## src/verilog/sbi_consts.svh

```systemverilog
// Register map, field positions and reset values for the slip buffer interrupt logic.
// Assumes a byte-wide register port and the framer's single system clock.
// Behaviour
// - Receive underflow sets status bit 1
// - Read of empty buffer replays one frame
// - Write into full buffer drops one frame
// - Receive underflow or overflow sets bit 0
// - Status flags reset zero, clear on read
// - Gate bit 7 enables transmit overflow interrupt
// - Gate bit 6 enables transmit underflow interrupt
// - Gate bit 5 enables transmit slip interrupt
// - Receive overflow sets status bit 2
// - Transmit underflow bit 6, slip bit 5
// - Gate bits 2,1,0 enable receive interrupts
`ifndef SBI_CONSTS_SVH
`define SBI_CONSTS_SVH

`define SBI_FLAGS_ADDR 16'h0B08
`define SBI_GATES_ADDR 16'h0B09
`define SBI_REG_RST 8'h00
`define SBI_REG_MASK 8'hE7
`define SBI_BIT_RX_SLIP 0
`define SBI_BIT_RX_UNDER 1
`define SBI_BIT_RX_OVER 2
`define SBI_BIT_TX_SLIP 5
`define SBI_BIT_TX_UNDER 6
`define SBI_BIT_TX_OVER 7
`define SBI_MIN_ADDR_W 12

`endif

```

## src/verilog/sbi_pkg.sv

```systemverilog
// Types shared by the slip buffer interrupt logic.
// Assumes the constants header is included by each design file.
package sbi_pkg;

  typedef logic [7:0] sbi_byte_t;

  // Index of each elastic buffer in the per-direction arrays
  typedef enum logic [0:0]
  {
    SBI_DIR_RX = 1'b0,
    SBI_DIR_TX = 1'b1
  } sbi_dir_t;

endpackage

```

## src/verilog/sbi_slip_detect.sv

```systemverilog
// Underflow and overflow detector for one elastic buffer.
// Assumes buffer level flags and access strobes come from logic on sys_clk.
`timescale 1ns/10ps
`include "sbi_consts.svh"

module sbi_slip_detect
  import sbi_pkg::*;
(
  input wire logic sys_clk,
  input wire logic sys_rst,
  input wire logic buf_empty,
  input wire logic buf_full,
  input wire logic buf_rd,
  input wire logic buf_wr,
  output logic replay_req,
  output logic drop_req
);

  logic replay_r;
  logic replay_nxt;
  logic drop_r;
  logic drop_nxt;

  // Slip commands for the buffer datapath
  always_comb
  begin
    replay_nxt = buf_rd && buf_empty;
    drop_nxt = buf_wr && buf_full;
  end

  // Registered so the commands are clean pulses, high one cycle per slipping access
  always_ff @(posedge sys_clk)
  begin
    if (sys_rst)
    begin
      replay_r <= 1'b0;
      drop_r <= 1'b0;
    end
    else
    begin
      replay_r <= replay_nxt;
      drop_r <= drop_nxt;
    end
  end

  assign replay_req = replay_r;
  assign drop_req = drop_r;
endmodule

```

## src/verilog/sbi_top.sv

```systemverilog
// Slip buffer interrupt status, enable and request logic for the receive and transmit elastic buffers.
// Assumes a byte-wide register port on sys_clk and buffer strobes from logic on sys_clk.
//
// Decided for this implementation: strobed register access.
`timescale 1ns/10ps
`include "sbi_consts.svh"

module sbi_top
  import sbi_pkg::*;
#(
  parameter int ADDR_W = 16
)
(
  input wire logic sys_clk,
  input wire logic sys_rst,
  input wire logic [ADDR_W-1:0] reg_addr,
  input wire logic [7:0] reg_wdata,
  input wire logic reg_wr,
  input wire logic reg_rd,
  output logic [7:0] reg_rdata,
  input wire logic rx_buf_empty,
  input wire logic rx_buf_full,
  input wire logic rx_buf_rd,
  input wire logic rx_buf_wr,
  output logic rx_replay_frame,
  output logic rx_drop_frame,
  input wire logic tx_buf_empty,
  input wire logic tx_buf_full,
  input wire logic tx_buf_rd,
  input wire logic tx_buf_wr,
  output logic tx_replay_frame,
  output logic tx_drop_frame,
  output logic slip_irq
);

  // The map needs twelve address bits to reach both registers
  if (ADDR_W < `SBI_MIN_ADDR_W)
  begin : g_addr_check
    $error("sbi_top: ADDR_W too narrow for the register map");
  end

  localparam logic [ADDR_W-1:0] FLAGS_ADDR = ADDR_W'(`SBI_FLAGS_ADDR);
  localparam logic [ADDR_W-1:0] GATES_ADDR = ADDR_W'(`SBI_GATES_ADDR);

  logic [1:0] buf_empty;
  logic [1:0] buf_full;
  logic [1:0] buf_rd;
  logic [1:0] buf_wr;
  logic [1:0] under_evt;
  logic [1:0] over_evt;
  logic flags_hit;
  logic gates_hit;
  sbi_byte_t flags_r;
  sbi_byte_t flags_nxt;
  sbi_byte_t gates_r;
  sbi_byte_t gates_nxt;
  sbi_byte_t rdata_r;
  sbi_byte_t rdata_nxt;
  logic irq_r;
  logic irq_nxt;

  // Gather both buffers into per-direction arrays
  assign buf_empty = {tx_buf_empty, rx_buf_empty};
  assign buf_full = {tx_buf_full, rx_buf_full};
  assign buf_rd = {tx_buf_rd, rx_buf_rd};
  assign buf_wr = {tx_buf_wr, rx_buf_wr};

  // One slip detector per elastic buffer
  for (genvar d = 0; d < 2; d++)
  begin : g_dir
    sbi_slip_detect u_detect
    (
      .sys_clk(sys_clk),
      .sys_rst(sys_rst),
      .buf_empty(buf_empty[d]),
      .buf_full(buf_full[d]),
      .buf_rd(buf_rd[d]),
      .buf_wr(buf_wr[d]),
      .replay_req(under_evt[d]),
      .drop_req(over_evt[d])
    );
  end

  assign rx_replay_frame = under_evt[SBI_DIR_RX];
  assign rx_drop_frame = over_evt[SBI_DIR_RX];
  assign tx_replay_frame = under_evt[SBI_DIR_TX];
  assign tx_drop_frame = over_evt[SBI_DIR_TX];

  // Address decode; anything else reads zero and ignores writes
  assign flags_hit = (reg_addr == FLAGS_ADDR);
  assign gates_hit = (reg_addr == GATES_ADDR);

  // Sticky status flags: clear on read, then events set, so an event in the read cycle survives
  always_comb
  begin
    flags_nxt = flags_r;
    if (reg_rd && flags_hit)
    begin
      flags_nxt = `SBI_REG_RST;
    end
    if (under_evt[SBI_DIR_RX])
    begin
      flags_nxt[`SBI_BIT_RX_UNDER] = 1'b1;
    end
    if (over_evt[SBI_DIR_RX])
    begin
      flags_nxt[`SBI_BIT_RX_OVER] = 1'b1;
    end
    if (under_evt[SBI_DIR_RX] || over_evt[SBI_DIR_RX])
    begin
      flags_nxt[`SBI_BIT_RX_SLIP] = 1'b1;
    end
    if (under_evt[SBI_DIR_TX])
    begin
      flags_nxt[`SBI_BIT_TX_UNDER] = 1'b1;
    end
    if (over_evt[SBI_DIR_TX])
    begin
      flags_nxt[`SBI_BIT_TX_OVER] = 1'b1;
    end
    if (under_evt[SBI_DIR_TX] || over_evt[SBI_DIR_TX])
    begin
      flags_nxt[`SBI_BIT_TX_SLIP] = 1'b1;
    end
  end

  // Gate register; reserved bits never store, so they read back as zero
  always_comb
  begin
    gates_nxt = gates_r;
    if (reg_wr && gates_hit)
    begin
      gates_nxt = reg_wdata & `SBI_REG_MASK;
    end
  end

  // Read data stands for exactly one cycle after the read strobe
  always_comb
  begin
    rdata_nxt = 8'h00;
    if (reg_rd && flags_hit)
    begin
      rdata_nxt = flags_r & `SBI_REG_MASK;
    end
    else if (reg_rd && gates_hit)
    begin
      rdata_nxt = gates_r;
    end
  end

  always_comb
  begin
    // Computed from next values so the request tracks the registered flags without lag
    irq_nxt = |(flags_nxt & gates_nxt);
  end

  // Register stage for status, gates, read data and request
  always_ff @(posedge sys_clk)
  begin
    if (sys_rst)
    begin
      flags_r <= `SBI_REG_RST;
      gates_r <= `SBI_REG_RST;
      rdata_r <= 8'h00;
      irq_r <= 1'b0;
    end
    else
    begin
      flags_r <= flags_nxt;
      gates_r <= gates_nxt;
      rdata_r <= rdata_nxt;
      irq_r <= irq_nxt;
    end
  end

  assign reg_rdata = rdata_r;
  assign slip_irq = irq_r;
endmodule
```

## config.mk

```make
export PLATFORM = sky130hd
export DESIGN_NAME = sbi_top
export DESIGN_NICKNAME = d
export VERILOG_FILES = /design/src/verilog/sbi_pkg.sv /design/src/verilog/sbi_slip_detect.sv /design/src/verilog/sbi_top.sv
export VERILOG_INCLUDE_DIRS = /design/src /design/src/verilog
export SDC_FILE = /design/constraint.sdc
export NUM_CORES = 1
export LEC_CHECK = 0
export BUFFER_PORTS_ARGS = -buffer_cell sky130_fd_sc_hd__buf_4
export CAP_MARGIN = 40
export CORE_UTILIZATION = 30
export CTS_CLUSTER_DIAMETER = 30
export DETAILED_ROUTE_END_ITERATION = 8
export PLACE_DENSITY = 0.52
export SYNTH_ARGS = -nofsm -noshare
export SYNTH_HDL_FRONTEND = slang
export SYNTH_SLANG_ARGS = --single-unit
```

## constraint.sdc

```tcl
create_clock -name sys_clk -period 3.4 [get_ports sys_clk]
set_input_delay 0.51 -clock sys_clk [delete_from_list [all_inputs] [get_ports sys_clk]]
set_output_delay 0.51 -clock sys_clk [all_outputs]
set_load 0.005 [all_outputs]
```

==> flow_summary.ini, run 1 <==
[status]
status = completed

[hold_path]
hold_depth = 3
hold-path-endpoint = g_dir[0].u_detect.replay_req
hp-start = rx_buf_empty
hold_path.class = in2reg

[setup_path]
critPathArrivalTime_ns = 2.84
r2r-start = gates_r[7]
worst-path-max-fanout = 5
r2r_slack_ns = 2.10
cp-end-kind = flop
critical_path_class = in2reg
cp.required_ns = 3.60
crit_start = reg_addr[13]
r2r-end = slip_irq
r2r_cells = 3
startpoint_type = primary input

[power_and_ir_drop]
p_leak_nw = 0.7288
powerDensity_nw_per_um2 = 383.7
peakVddDrop_mv = 0.1468

[global_routing]
grt_pass1_vias = 953
grt.overflow.total = 0
antenna_found_initial = 0
grt_max_degree = 24
grt_pass1_wl_mm = 4.202
track_usage_pct = 14.51

[timing]
tightest_slew_ns = 0.4613
setup_viol_count_final = 0
rsz0062_at_grt = no
slew_headroom_pct = 68.96
hold_viol_final = 0
holdWs_ns = 0.3865
drv_slew = 0
max_freq_mhz = 378.9
setup_ws_ns = 0.7606
layout_min_cycle_time_ns = 2.639
fin_crit_sh_pct = 77.63
skew_ns = 0.005057
tns_ns = 0

[synth]
syn-cell-area_um2 = 1092
postSynthAreaPerCell_um2 = 10.71
ys_ff_latch = 29
synth.area.top_cells = dfxtp_1, nor2b_1, a22o_1
synth_seq_area_share_pct = 53.15
yosys_warnings = 0
synth-async-reset-ratio_pct = 0
synth_top_area_share_pct = 53.15
synth_edf_count = 0
ys_types = 30
synthCells = 102
syn_nets = 138
synth_ff_type = dfxtp_1
synth_top_area_cell = dfxtp_1

[floorplanning]
initial_core_util_pct = 31.98
core_um2 = 3416
die-area_um2 = 3886
die_y_um = 62.34
die_x_um = 62.34
row_count = 21
ioPinCount = 49

[route]
drc_errors = 0
routedWlPerCell_um = 12.47
avgViaCountPerCell = 4.812
ant_nets = 0
routed_wl_mm = 2.519
firstDrtPassIters = 4
vias = 972
initialDrtViolationCount = 38

[clocking]
cts_buffers = 5
cts_tree = built
insertion_delay_ns = 0.33
clock_path_buffers = 2
cts_resized = 0
holdBufCountCts = 0
h-tree-depth = 2
cts_num_sinks = 29
path_clk_slew_ns = 0.09
cts_setup_buffers = 0
clockRootBuffer = clkbuf_4

[final_layout]
antenna_cells = 0
mostFrequentLayoutCells = buf_4, dfxtp_1, nor2b_1
drive_above_1_share_pct = 41.03
syn_to_final_growth_pct = 42.61
fin_util_pct = 45.60
final_nets = 191
layout_commonest_cell = buf_4

[place]
dp_hpwl_mm = 1.921
pre_cts_ws_ns = 0.4079
port_buffers = 46
gp_congestion = 0.6608

[job]
cap_violations = 0
==> layout make-up <==
| cell class | count | area (um2) |
|---|---|---|
| Clock buffer | 6 | 41.29 |
| Clock inverter | 2 | 10.01 |
| Fill cell | 338 | 1858 |
| Inverter | 1 | 3.754 |
| Multi-Input combinational cell | 69 | 496.7 |
| Sequential cell | 29 | 580.6 |
| Tap cell | 46 | 57.56 |
| Timing Repair Buffer | 49 | 367.9 |
==> worst max path at each step <==
stage | cells past startpoint | endpoint
2_1_floorplan | 6 | slip_irq
3_3_place_gp | 8 | slip_irq
3_5_place_dp | 8 | slip_irq
4_1_cts | 8 | slip_irq
5_1_grt | 8 | slip_irq
6_report | 8 | slip_irq
==> logic make-up after synthesis <==
kind of cell	share of synthesized area [%]
multiplexers	6.071
buffers and inverters	1.374
AO/OA/AOI/OAI	14.32
flip-flops	53.15
AND/OR/NAND/NOR	25.09
==> cells in the mapped netlist, drive strengths merged, types with 2 or more instances <==
library cell and instances:
a21oi 3, nor2 8, nand4 2, nand2 8, a211o 2, a222oi 2, a21o 2, clkbuf 3
mux2 5, and3b 2, o31ai 2, and2 2, dfxtp 29, nor2b 10, nor4 2, a22o 6
nor3b 2
==> critical path, stage by stage <==
cell and delay (ns):
buf_4 0.11, or4b_4 0.52, or4_4 0.47, nor3_4 0.19
buf_4 0.16, mux2_1 0.34, a222oi_1 0.40, a31oi_1 0.14
==> where the power goes <==
group	internal (W)	total, W	switching, W
Combinational	0.0000347	0.0000518	0.0000171
Clock	0.0000785	0.000195	0.000117
Sequential	0.000346	0.000351	0.00000517
==> state kept, by name (all words and copies together) (netlist names) <==
signal	count
flags_r	8
g_dir.u_detect.drop_req	2
g_dir.u_detect.replay_req	2
gates_r	8
reg_rdata	8
slip_irq	1
==> through the flow <==
stage | cells | power (W) | cell area [um2]
after floorplan | 102 | 0.0003735 | 1092
after global placement | 194 | 0.0004094 | 1506
after detailed placement | 194 | 0.0004109 | 1506
after CTS | 202 | 0.0006042 | 1558
after global routing | 202 | 0.0006310 | 1558
final | 202 | 0.0005977 | 1558
==> routing by layer <==
| layer | track usage (%) | wire (um) |
|---|---|---|
| met3 | 4.412 | 124 |
| met5 | 0 | 0 |
| met4 | 9.593 | 71 |
| met2 | 22.94 | 1208 |
| met1 | 16.89 | 1114 |
No activity file was read; power rests on OpenSTA's default activity.
==> run 2, diff against run 1 <==
--- a/config.mk
+++ b/config.mk
@@ -6,12 +6,13 @@
 export SDC_FILE = /design/constraint.sdc
 export NUM_CORES = 1
 export LEC_CHECK = 0
+export ABC_AREA = 1
 export BUFFER_PORTS_ARGS = -buffer_cell sky130_fd_sc_hd__buf_4
 export CAP_MARGIN = 40
 export CORE_UTILIZATION = 30
 export CTS_CLUSTER_DIAMETER = 30
 export DETAILED_ROUTE_END_ITERATION = 8
-export PLACE_DENSITY = 0.52
+export PLACE_DENSITY = 0.51
 export SYNTH_ARGS = -nofsm -noshare
 export SYNTH_HDL_FRONTEND = slang
 export SYNTH_SLANG_ARGS = --single-unit
==> constraint.sdc (replaced) <==
create_clock -name sys_clk -period 2.7 [get_ports sys_clk]
set_input_delay 0.405 -clock sys_clk [delete_from_list [all_inputs] [get_ports sys_clk]]
set_output_delay 0.405 -clock sys_clk [all_outputs]
set_load 0.005 [all_outputs]
==> run 2 against run 1 <==
Against the previous run: hold slack lost 0.048 ns; sequential power grew 26%; cell area grew 8.7%; sequential share of layout area shrank 3.0 points; count of clock-buffer cells in the layout grew 1; total power grew 45%; clock power grew 79%; global-route usage grew 0.75 points; combinational power grew 49%; largest cell class unchanged; flip-flop and latch count is the same; setup slack gained 0.46 ns.
==> flow_summary.ini, run 2 <==
[status]
status = completed

[synth]
synth.area.mux_share_pct = 0
synth_top_area_share_pct = 47.44
synth_top_area_cell = dfxtp_1
postSynthAreaPerCell_um2 = 7.033
synth_top_family_by_area = simple AND/OR/NAND/NOR gates
synth.area.top_cells = dfxtp_1, nand2_1, inv_1
synth-compound-area-share_pct = 7.464
ys_types = 16
syn_nets = 210
synth_edf_count = 0
yosys-top-cells-count = nand2_1, dfxtp_1, inv_1, nor2_1
synth-async-reset-ratio_pct = 0
ys_ff_latch = 29
syn-cell-area_um2 = 1224
synthAdderAreaFrac_pct = 0
synth_seq_area_share_pct = 47.44
synth_xor_xnor_area_share_pct = 0
synthCells = 174
yosys_warnings = 0
synth_ff_type = dfxtp_1
yosys.area_share.simple_pct = 35.58
synth_most_common_cell = nand2_1

[power_and_ir_drop]
powerDensity_nw_per_um2 = 512.2
peakVddDrop_mv = 0.3293
p_leak_nw = 0.8183

[global_routing]
grt_pass1_vias = 1113
antenna_found_initial = 0
grt_max_degree = 23
grt_pass1_wl_mm = 4.864
grt.overflow.total = 0
track_usage_pct = 15.26

[clocking]
clockRootBuffer = clkbuf_8
holdBufCountCts = 0
cts_setup_buffers = 0
cts_num_sinks = 29
path_clk_slew_ns = 0.06
cts_resized = 0
cts_buffers = 5
cts_tree = built
clock_path_buffers = 2
insertion_delay_ns = 0.27
h-tree-depth = 2

[route]
ant_nets = 0
firstDrtPassIters = 4
drc_errors = 0
initialDrtViolationCount = 76
routedWlPerCell_um = 10.63
avgViaCountPerCell = 4.443
routed_wl_mm = 2.882
vias = 1204

[place]
gp_congestion = 0.7498
post-place-cells = 264
dp_hpwl_mm = 2.240
place_area_um2 = 1607
port_buffers = 46

[hold_path]
hold-path-endpoint = g_dir[0].u_detect.drop_req
hold_path.class = in2reg
hp-start = rx_buf_full
hold_depth = 3

[final_layout]
drive_above_1_share_pct = 26.46
layout_commonest_cell = nand2_1
design_area_um2 = 1693
fin_cells = 271
mostFrequentLayoutCells = nand2_1, buf_4, dfxtp_1
antenna_cells = 0
final_nets = 259
syn_to_final_growth_pct = 38.34

[timing]
skew_ns = 0.002852
fin_crit_sh_pct = 54.62
drv_slew = 0
rsz0062_at_grt = no
setup_viol_count_final = 0
layout_min_cycle_time_ns = 1.475
hold_viol_final = 0
tns_ns = 0
slew_headroom_pct = 74.52
tightest_slew_ns = 0.3811
max_freq_mhz = 678.1

[floorplanning]
ioPinCount = 49
die_x_um = 65.87
initial_core_util_pct = 32.21
die_y_um = 65.87
die-area_um2 = 4338
core_um2 = 3799
row_count = 22

[setup_path]
r2r_slack_ns = 1.77
worst-path-max-fanout = 11
critPathArrivalTime_ns = 1.63
r2r-end = slip_irq
r2r_cells = 6
cp.required_ns = 2.86
startpoint_type = primary input
r2r-start = g_dir[1].u_detect.replay_req
critical_path_class = in2reg
cp-end-kind = flop

[job]
cap_violations = 0
run 2: worst max-delay path by stage:
stage | to | cells after the start | start | slack, ns
floorplan | slip_irq | 11 | reg_addr[15] | 1.29
global placement | slip_irq | 11 | reg_addr[13] | 0.94
finish | slip_irq | 11 | reg_addr[15] | 1.23
CTS | slip_irq | 11 | reg_addr[15] | 1.22
global route | slip_irq | 11 | reg_addr[7] | 1.07
detailed placement | slip_irq | 11 | reg_addr[15] | 0.92
run 2: cell families after synthesis:
kind of cell | Yosys count
AO/OA/AOI/OAI | 18
flip-flops | 29
AND/OR/NAND/NOR | 98
buffers and inverters | 29
run 2: per-layer routing:
metal	GRT usage, %	vias to the layer above	wire length [um]
met5	0	-	0
met4	7.880	0	44
met3	5.172	5	197
met2	23.47	31	1320
met1	18.64	525	1319
li1	-	643	-
run 2: report_power, final:
group / internal (W) / total (W) / switching (W)
Sequential: 0.000436 / 0.000441 / 0.00000516
Combinational: 0.0000435 / 0.0000771 / 0.0000336
Clock: 0.000201 / 0.000349 / 0.000147
Total: 0.000681 / 0.000867 / 0.000186
run 2: layout make-up:
cell class              instances  area, um2
clock buffers                   7      86.33
fillers                       399       2106
inverters                      25      93.84
multi-input cells             116      526.8
flip-flops and latches         29      580.6
well taps                      48      60.06
repair buffers                 46      345.3
run 2: critical path, cell delays in order:
cell and delay, ns:
buf_4 0.11, nor2_1 0.10, nand2_1 0.09, nor2_4 0.18, nand3_2 0.24, nand2_1 0.15, nand2_1 0.06, nand2_1 0.08
nand2_1 0.05, nor2_1 0.09, a21oi_1 0.06
run 2: stage by stage:
| step | power [W] | worst slack, ns | util (%) | hold slack [ns] |
|---|---|---|---|---|
| 6_report | 0.0008671 | 1.225 | 44.57 | 0.3384 |
| 5_1_grt | 0.0009107 | 1.068 | 44.57 | 0.3575 |
| 4_1_cts | 0.0008818 | 1.217 | 44.57 | 0.3349 |
| 3_5_place_dp | 0.0005285 | 0.9205 | 42.29 | 0.4306 |
| 3_3_place_gp | 0.0005265 | 0.9400 | 42.29 | 0.4270 |
| 2_1_floorplan | 0.0004793 | 1.291 | - | 0.4171 |
